### src/include/sbs_pkg.sv
// Constants, types and helpers for the sync burst SRAM control block
package sbs_pkg;
    // ------------------------------------------------------------------
    // Data and address geometry
    // ------------------------------------------------------------------
    localparam int LANES = 4;
    localparam int LANE_W = 9;
    localparam int DATA_W = LANES * LANE_W;
    localparam int LOW_W = 2;
    localparam int HIGH_W = 20;
    localparam int ADDR_W = HIGH_W + LOW_W;

    // ------------------------------------------------------------------
    // Register map
    // ------------------------------------------------------------------
    localparam int PADDR_W = 8;
    localparam logic [PADDR_W-1:0] REG_CTRL = 8'h00;
    localparam logic [PADDR_W-1:0] REG_STATUS = 8'h04;
    localparam int CTRL_W = 5;
    localparam int CTRL_LBO = 0;
    localparam int CTRL_FT = 1;
    localparam int CTRL_SCD = 2;
    localparam int CTRL_ZZ = 3;
    localparam int CTRL_ZQ = 4;
    localparam logic [CTRL_W-1:0] CTRL_RST = 5'h17;
    localparam int ST_ADDR_LO = 0;
    localparam int ST_BEAT_LO = 2;
    localparam int ST_SLEEP = 4;
    localparam int ST_OE = 5;
    localparam int ST_RDPEND = 6;
    localparam logic [LOW_W-1:0] BEAT_ONE = 2'h1;
    localparam logic [LOW_W-1:0] BEAT_ZERO = 2'h0;

    // ------------------------------------------------------------------
    // Cycle kinds
    // ------------------------------------------------------------------
    typedef enum logic [2:0] {
        CYC_DESEL,
        CYC_BEGIN_P,
        CYC_BEGIN_C,
        CYC_CONT,
        CYC_SUSP
    } sbs_cycle_t;

    // Low address bits for a given beat of a burst
    function automatic logic [LOW_W-1:0] burst_addr(
        input logic [LOW_W-1:0] base,
        input logic [LOW_W-1:0] beat,
        input logic linear_n
    );
        burst_addr = linear_n ? (base ^ beat) : LOW_W'(base + beat);
    endfunction
endpackage

### src/rtl/sbs_ctrl.sv
// Sync burst SRAM cycle decode, burst counter, write decode and APB regs
//
// The register offsets and the APB register port were decided locally.
`timescale 1ns/10ps

// Overview of operation
// - Load low address bits as counter start
// - Linear adds beat, interleaved XORs beat
// - Counter wraps to start on fifth clock
// - Flow-through bypasses output register, else pipelined
// - Sleep request puts device in standby
// - Deselect select low gives dual cycle deselect when pipelined
// - Unconnected mode inputs take documented defaults
// - Global write low writes all bytes
// - Byte write writes only enabled lanes
// - Each lane enable controls its own lane
// - Both write inputs high means read
// - Data pins stay high impedance during writes
// - Four lanes only in wide configuration
// - Deselect uses no address, floats data
// - Processor strobe starts read at external address
// - Controller strobe starts read or write burst
// - Advance low continues burst at next address
// - Advance high suspends burst, repeats address
// - Write decode true for any write row
// - Output enable gates drivers asynchronously
// - Dummy read still advances burst counter
module sbs_ctrl
    import sbs_pkg::*;
(
    input wire logic pclk,
    input wire logic presetn,
    input wire logic psel,
    input wire logic penable,
    input wire logic pwrite,
    input wire logic [PADDR_W-1:0] paddr,
    input wire logic [31:0] pwdata,
    output logic pready,
    output logic [31:0] prdata,
    output logic pslverr,
    input wire logic chip_enable_n,
    input wire logic addr_strobe_proc_n,
    input wire logic addr_strobe_ctrl_n,
    input wire logic burst_advance_n,
    input wire logic global_write_n,
    input wire logic byte_write_n,
    input wire logic [LANES-1:0] lane_write_enables_n,
    input wire logic [HIGH_W-1:0] addr_high,
    input wire logic [LOW_W-1:0] addr_low_bits,
    input wire logic output_enable_n,
    input wire logic [DATA_W-1:0] dq_in,
    output logic [DATA_W-1:0] dq_out,
    output logic [DATA_W-1:0] dq_oe,
    output logic arr_en,
    output logic [ADDR_W-1:0] arr_addr,
    output logic [LANES-1:0] arr_lane_we,
    output logic [DATA_W-1:0] arr_wdata,
    input wire logic [DATA_W-1:0] arr_rdata,
    output logic drive_strength_sel
);
    // ------------------------------------------------------------------
    // Declarations
    // ------------------------------------------------------------------
    logic [CTRL_W-1:0] ctrl_ff;
    logic pready_ff;
    logic [31:0] prdata_ff;
    logic pslverr_ff;
    logic [LOW_W-1:0] base_ff;
    logic [LOW_W-1:0] beat_ff;
    logic [HIGH_W-1:0] upper_ff;
    logic arr_en_ff;
    logic [ADDR_W-1:0] arr_addr_ff;
    logic [LANES-1:0] arr_lane_we_ff;
    logic [DATA_W-1:0] arr_wdata_ff;
    logic rd1_ff;
    logic rd2_ff;
    logic desel1_ff;
    logic desel2_ff;
    logic [DATA_W-1:0] pipe_data_ff;
    logic [DATA_W-1:0] dq_out_ff;
    logic oe_ff;
    sbs_cycle_t cyc;
    logic act;
    logic wr_dec;
    logic [LANES-1:0] lane_mask;
    logic is_write;
    logic is_read;
    logic begin_c;
    logic cont_c;
    logic susp_c;
    logic desel_c;
    logic burst_c;
    logic [LOW_W-1:0] cur_lo;
    logic [LOW_W-1:0] nxt_lo;
    logic apb_setup_done;
    logic ctrl_wr;
    logic linear_n;
    logic ft_n;
    logic deselect_mode_sel;
    logic sleep;

    // Register map decode
    function automatic logic reg_mapped(input logic [PADDR_W-1:0] a);
        reg_mapped = (a == REG_CTRL) || (a == REG_STATUS);
    endfunction

    assign linear_n = ctrl_ff[CTRL_LBO];
    assign ft_n = ctrl_ff[CTRL_FT];
    assign deselect_mode_sel = ctrl_ff[CTRL_SCD];
    assign sleep = ctrl_ff[CTRL_ZZ];

    // ------------------------------------------------------------------
    // Cycle decode
    // ------------------------------------------------------------------
    always_comb
    begin
        if (!addr_strobe_ctrl_n && chip_enable_n)
            cyc = CYC_DESEL;
        else if (!chip_enable_n && !addr_strobe_proc_n)
            cyc = CYC_BEGIN_P;
        else if (!chip_enable_n && !addr_strobe_ctrl_n)
            cyc = CYC_BEGIN_C;
        else if (!burst_advance_n)
            cyc = CYC_CONT;
        else
            cyc = CYC_SUSP;
    end

    assign act = !sleep;
    assign wr_dec = !global_write_n || !byte_write_n;
    assign begin_c = act && (cyc == CYC_BEGIN_P || cyc == CYC_BEGIN_C);
    assign cont_c = act && (cyc == CYC_CONT);
    assign susp_c = act && (cyc == CYC_SUSP);
    assign desel_c = act && (cyc == CYC_DESEL);
    assign burst_c = act && (cyc != CYC_DESEL) && (cyc != CYC_BEGIN_P);
    assign is_write = burst_c && wr_dec;
    assign is_read = (act && cyc == CYC_BEGIN_P) || (burst_c && !wr_dec);

    // Per-lane write enables, four lanes in the wide layout
    genvar gi;
    generate
        for (gi = 0; gi < LANES; gi++)
        begin : g_lane
            assign lane_mask[gi] = !global_write_n ||
                (!byte_write_n && !lane_write_enables_n[gi]);
        end
    endgenerate

    assign cur_lo = burst_addr(base_ff, beat_ff, linear_n);
    assign nxt_lo = burst_addr(base_ff, LOW_W'(beat_ff + BEAT_ONE),
        linear_n);

    // ------------------------------------------------------------------
    // Burst counter
    // ------------------------------------------------------------------
    always_ff @(posedge pclk or negedge presetn)
    begin
        if (!presetn)
        begin
            base_ff <= BEAT_ZERO;
            beat_ff <= BEAT_ZERO;
            upper_ff <= '0;
        end
        else if (act)
        begin
            unique case (cyc)
                CYC_BEGIN_P, CYC_BEGIN_C:
                begin
                    base_ff <= addr_low_bits;
                    beat_ff <= BEAT_ZERO;
                    upper_ff <= addr_high;
                end
                CYC_CONT:
                    beat_ff <= LOW_W'(beat_ff + BEAT_ONE);
                CYC_DESEL, CYC_SUSP:
                    beat_ff <= beat_ff;
            endcase
        end
    end

    // ------------------------------------------------------------------
    // Array access, sampled on the rising edge
    // ------------------------------------------------------------------
    always_ff @(posedge pclk or negedge presetn)
    begin
        if (!presetn)
        begin
            arr_en_ff <= 1'b0;
            arr_addr_ff <= '0;
            arr_lane_we_ff <= '0;
            arr_wdata_ff <= '0;
        end
        else
        begin
            arr_en_ff <= is_read || is_write;
            if (begin_c)
                arr_addr_ff <= {addr_high, addr_low_bits};
            else if (cont_c)
                arr_addr_ff <= {upper_ff, nxt_lo};
            else if (susp_c)
                arr_addr_ff <= {upper_ff, cur_lo};
            arr_lane_we_ff <= is_write ? lane_mask : '0;
            arr_wdata_ff <= dq_in;
        end
    end

    // ------------------------------------------------------------------
    // Read pipeline
    // ------------------------------------------------------------------
    always_ff @(posedge pclk or negedge presetn)
    begin
        if (!presetn)
        begin
            rd1_ff <= 1'b0;
            rd2_ff <= 1'b0;
            desel1_ff <= 1'b0;
            desel2_ff <= 1'b0;
            pipe_data_ff <= '0;
            dq_out_ff <= '0;
        end
        else
        begin
            rd1_ff <= is_read;
            rd2_ff <= rd1_ff;
            desel1_ff <= desel_c;
            desel2_ff <= desel1_ff;
            pipe_data_ff <= arr_rdata;
            dq_out_ff <= ft_n ? pipe_data_ff : arr_rdata;
        end
    end

    // Output drive enable
    always_ff @(posedge pclk or negedge presetn)
    begin
        if (!presetn)
            oe_ff <= 1'b0;
        else if (sleep || is_write)
            oe_ff <= 1'b0;
        else if (!ft_n)
        begin
            if (rd1_ff)
                oe_ff <= 1'b1;
            else if (desel1_ff)
                oe_ff <= 1'b0;
        end
        else if (rd2_ff)
            oe_ff <= 1'b1;
        else if (deselect_mode_sel ? desel1_ff : desel2_ff)
            oe_ff <= 1'b0;
    end

    // ------------------------------------------------------------------
    // APB slave, one wait state
    // ------------------------------------------------------------------
    assign apb_setup_done = psel && penable && !pready_ff;
    assign ctrl_wr = psel && penable && pready_ff && pwrite &&
        (paddr == REG_CTRL);

    always_ff @(posedge pclk or negedge presetn)
    begin
        if (!presetn)
        begin
            pready_ff <= 1'b0;
            prdata_ff <= '0;
            pslverr_ff <= 1'b0;
        end
        else
        begin
            pready_ff <= apb_setup_done;
            if (apb_setup_done)
            begin
                pslverr_ff <= !reg_mapped(paddr);
                prdata_ff <= '0;
                if (!pwrite && paddr == REG_CTRL)
                    prdata_ff[CTRL_W-1:0] <= ctrl_ff;
                else if (!pwrite && paddr == REG_STATUS)
                begin
                    prdata_ff[ST_ADDR_LO +: LOW_W] <= cur_lo;
                    prdata_ff[ST_BEAT_LO +: LOW_W] <= beat_ff;
                    prdata_ff[ST_SLEEP] <= sleep;
                    prdata_ff[ST_OE] <= oe_ff;
                    prdata_ff[ST_RDPEND] <= rd1_ff || rd2_ff;
                end
            end
        end
    end

    // Mode selects, reset to the unconnected defaults
    always_ff @(posedge pclk or negedge presetn)
    begin
        if (!presetn)
            ctrl_ff <= CTRL_RST;
        else if (ctrl_wr)
            ctrl_ff <= pwdata[CTRL_W-1:0];
    end

    // ------------------------------------------------------------------
    // Outputs
    // ------------------------------------------------------------------
    assign pready = pready_ff;
    assign prdata = prdata_ff;
    assign pslverr = pslverr_ff;
    assign dq_out = dq_out_ff;
    assign dq_oe = {DATA_W{oe_ff && !output_enable_n}};
    assign arr_en = arr_en_ff;
    assign arr_addr = arr_addr_ff;
    assign arr_lane_we = arr_lane_we_ff;
    assign arr_wdata = arr_wdata_ff;
    assign drive_strength_sel = ctrl_ff[CTRL_ZQ];
endmodule

### config.mk
export PLATFORM = sky130hd
export DESIGN_NAME = sbs_ctrl
export DESIGN_NICKNAME = d
export VERILOG_FILES = /design/src/include/sbs_pkg.sv /design/src/rtl/sbs_ctrl.sv
export SDC_FILE = /design/constraint.sdc
export NUM_CORES = 1
export LEC_CHECK = 0
export BUFFER_PORTS_ARGS = -buffer_cell sky130_fd_sc_hd__buf_2
export CAP_MARGIN = 10
export CELL_PAD_IN_SITES_DETAIL_PLACEMENT = 1
export CELL_PAD_IN_SITES_GLOBAL_PLACEMENT = 1
export CORE_UTILIZATION = 38
export DETAILED_ROUTE_END_ITERATION = 7
export PLACE_DENSITY = 0.95
export SLEW_MARGIN = 30
export SYNTH_ARGS = -nofsm -noshare
export SYNTH_HDL_FRONTEND = slang
export SYNTH_SLANG_ARGS = --single-unit
### constraint.sdc
create_clock -name pclk -period 5.7 [get_ports pclk]
set_input_delay 1.425 -clock pclk [delete_from_list [all_inputs] [get_ports pclk]]
set_output_delay 1.425 -clock pclk [all_outputs]
set_load 0.02 [all_outputs]
==> results.toml <==
[layout]
layout.cells.most_common_list = "buf_2, dfrtp_1, nor2_1"
layout_commonest_cell = "buf_2"
area_delta_synth_final_pct = 28.4
drive_gt1_share_pct = 53.8
fin_area_mm2 = 0.00837
multi_input_area_mm2 = 0.00163
n_fill_cell = 1808
regArea_mm2 = 0.00446
nets = 855

[routing]
drc_errors = 0
routed_via_density = 4.58
ant_nets = 0
vias = 4291
first_pass_iters = 4
dr.first_iter.drc_count = 115
wl_um = 16000
wire_per_inst_um = 17.1

[grt]
antenna_found_initial = 3
first_global_vias = 4721
grt-ovfl-total = 0
grt_pass1_wl_um = 25300
grt_max_degree = 101
grt_usage_pct = 18.8

[flow_run]
max_cap_viol_count = 0

[sta]
period_share_pct = 61.8
setup_viol = 0
slew_violations = 0
period_needed_ns = 3.52
max_freq_mhz = 284
post-route-worst-setup-slack_ns = 2.18
skew_ns = 0.0110
tns_ns = 0
finalHoldViolations = 0
grt_setup_unrepaired = "no"
fin_hold_ws_ns = 0.383
worstMarginPinSlew_ns = 0.908
relSlewSlack_pct = 39.4

[synth]
ys_types = 47
ys_warn_count = 0
ys_seq_area_share_pct = 68.4
ys.flop_type = "dfrtp_1"
syn_inst = 463
synth-edff-count = 0
netlist_area_mm2 = 0.00652
async_flop_share_pct = 100
synth.avg_cell_area_um2 = 14.1
synth.ff_latch_count = 178

[pwr]
power_density_mw_per_mm2 = 358
power_frac_seq_pct = 46.6
clkPwrFrac_pct = 39.8
p_leak_uw = 0.00421
p_switching_uw = 820
totalPowerFinal_uw = 3000
peakVddDrop_mv = 0.207
pwr-share-comb_pct = 13.6
internal_power_uw = 2180
p_sw_share_pct = 27.3

[floorplanning]
num_rows = 47
die_w_um = 133
die_h_um = 133
pin_count = 320
initial_core_util_pct = 39.2
die_area_mm2 = 0.0177
coreArea_mm2 = 0.0166

[clocking]
clock-sinks = 178
cts_buffer_depth = 2
cts_tree = "yes"
post_cts_resized = 0
clkTransAtPathRegs_ns = 0.07
postCtsSetupRepairBufs = 0
root_buffer = "clkbuf_16"
hold_buffers = 0
numCtsBuffers = 17
insertion_delay_ns = 0.42
htreeDepth = 4

[place]
dp_hpwl_um = 11600
portBuffers = 267
post-place-ws_ns = 2.13
placed_area_mm2 = 0.00776
gp_congestion = 0.756

[worst_setup_path]
worstReg2RegStart = "ctrl_ff[3]"
cp_slowest_cell = "buf_4"
crit_path_frequent_cell = "buf_2"
crit_type = "primary input to primary output"
worst_ep_arrival_time_ns = 2.10
reg2reg_depth = 5
crit_path_end_kind = "primary output"
slowest_delay_ns = 0.26
timing.rr.end = "arr_addr[0]"
start_kind = "primary input"
crit_path_cell_trace = "buf_2 -> nor2b_1 -> buf_4 -> buf_2"
crit_required_ns = 4.28
r2r_slack_ns = 3.36
crit_path_max_fanout = 36

[status]
status = "finished, final reports clean"

[hold_path]
hold_depth = 0
hp-class = "register to register"
holdCritStartpoint = "desel1_ff"
hold_path_end = "desel2_ff"
==> area by class of cell <==
class                           instances  area share (%)
Antenna cell                            1          0.0299
Inverter                                4           0.179
Timing Repair Buffer                  272            16.5
Tap cell                              220            3.29
Clock buffer                           19            5.29
Clock inverter                         13            1.93
Multi-Input combinational cell        230            19.5
Sequential cell                       178            53.3
==> logic make-up after synthesis <==
kind of cell,after synthesis,share of synthesized area [%]
flops,178,68.4
simple gates,105,7.77
buf+inv,79,8.16
mux,69,12.1
compound gates,27,2.86
fa+ha+maj,2,0.384
xor+xnor,2,0.269
other cells,1,0.0575
==> through the flow <==
stage | util [%] | cells
floorplan | - | 487
global placement | 46.6 | 904
detailed placement | 46.6 | 904
CTS | 50.3 | 936
global route | 50.3 | 936
finish | 50.3 | 937
==> critical path, delay by kind of cell <==
kind	cells	cell delay (ns)
simple gates	1	0.09
buf+inv	3	0.58
==> state kept, by name, summed over array words and instances, names as in the netlist, 2 cells and up <==
register      cells
upper_ff         20
pipe_data_ff     36
dq_out           36
beat_ff           2
ctrl_ff           5
arr_addr         22
base_ff           2
arr_lane_we       4
prdata            7
arr_wdata        36
==> worst max-delay path by stage <==
stage                       start  slack, ns  depth (start not counted)           to
6_report          output_enable_n       2.18                          4    dq_oe[14]
5_1_grt           output_enable_n       2.07                          4    dq_oe[14]
4_1_cts           output_enable_n       2.15                          4    dq_oe[14]
3_5_place_dp   addr_strobe_ctrl_n       2.13                          7  arr_addr[0]
3_3_place_gp      output_enable_n       2.18                          4    dq_oe[14]
2_1_floorplan     output_enable_n       1.06                          2    dq_oe[10]
==> power groups by stage <==
stage	Combinational, µW	Sequential, µW	Clock, µW
floorplan	198	1490	0
global placement	396	1410	0
detailed placement	412	1420	0
CTS	415	1400	1220
global route	444	1410	1280
finish	408	1400	1190
==> layer usage <==
metal  share of wire [%]  GRT usage [%]  wire, µm
met4                 1.6           6.19       252
met3                 8.3           7.55      1320
met2                  53           33.4      8530
met5               0.050              0         8
met1                  37           20.3      5870
==> Yosys cell counts (3+ instances only) <==
| cell type | n | area, µm² |
|---|---|---|
| dfrtp_1 | 174 | 4350 |
| nor2_1 | 65 | 244 |
| buf_4 | 61 | 458 |
| mux2_2 | 59 | 664 |
| nand2_1 | 14 | 52.6 |
| a21oi_1 | 7 | 35.0 |
| clkbuf_1 | 6 | 22.5 |
| buf_2 | 5 | 25.0 |
| mux2_4 | 5 | 75.1 |
| mux2i_1 | 5 | 50.1 |
| dfstp_2 | 4 | 105 |
| inv_1 | 4 | 15.0 |
| nor2b_1 | 4 | 25.0 |
| o21ai_0 | 4 | 20.0 |
| o31ai_1 | 4 | 30.0 |
| buf_1 | 3 | 11.3 |
Note: power is estimated with default switching activity, not from simulation.
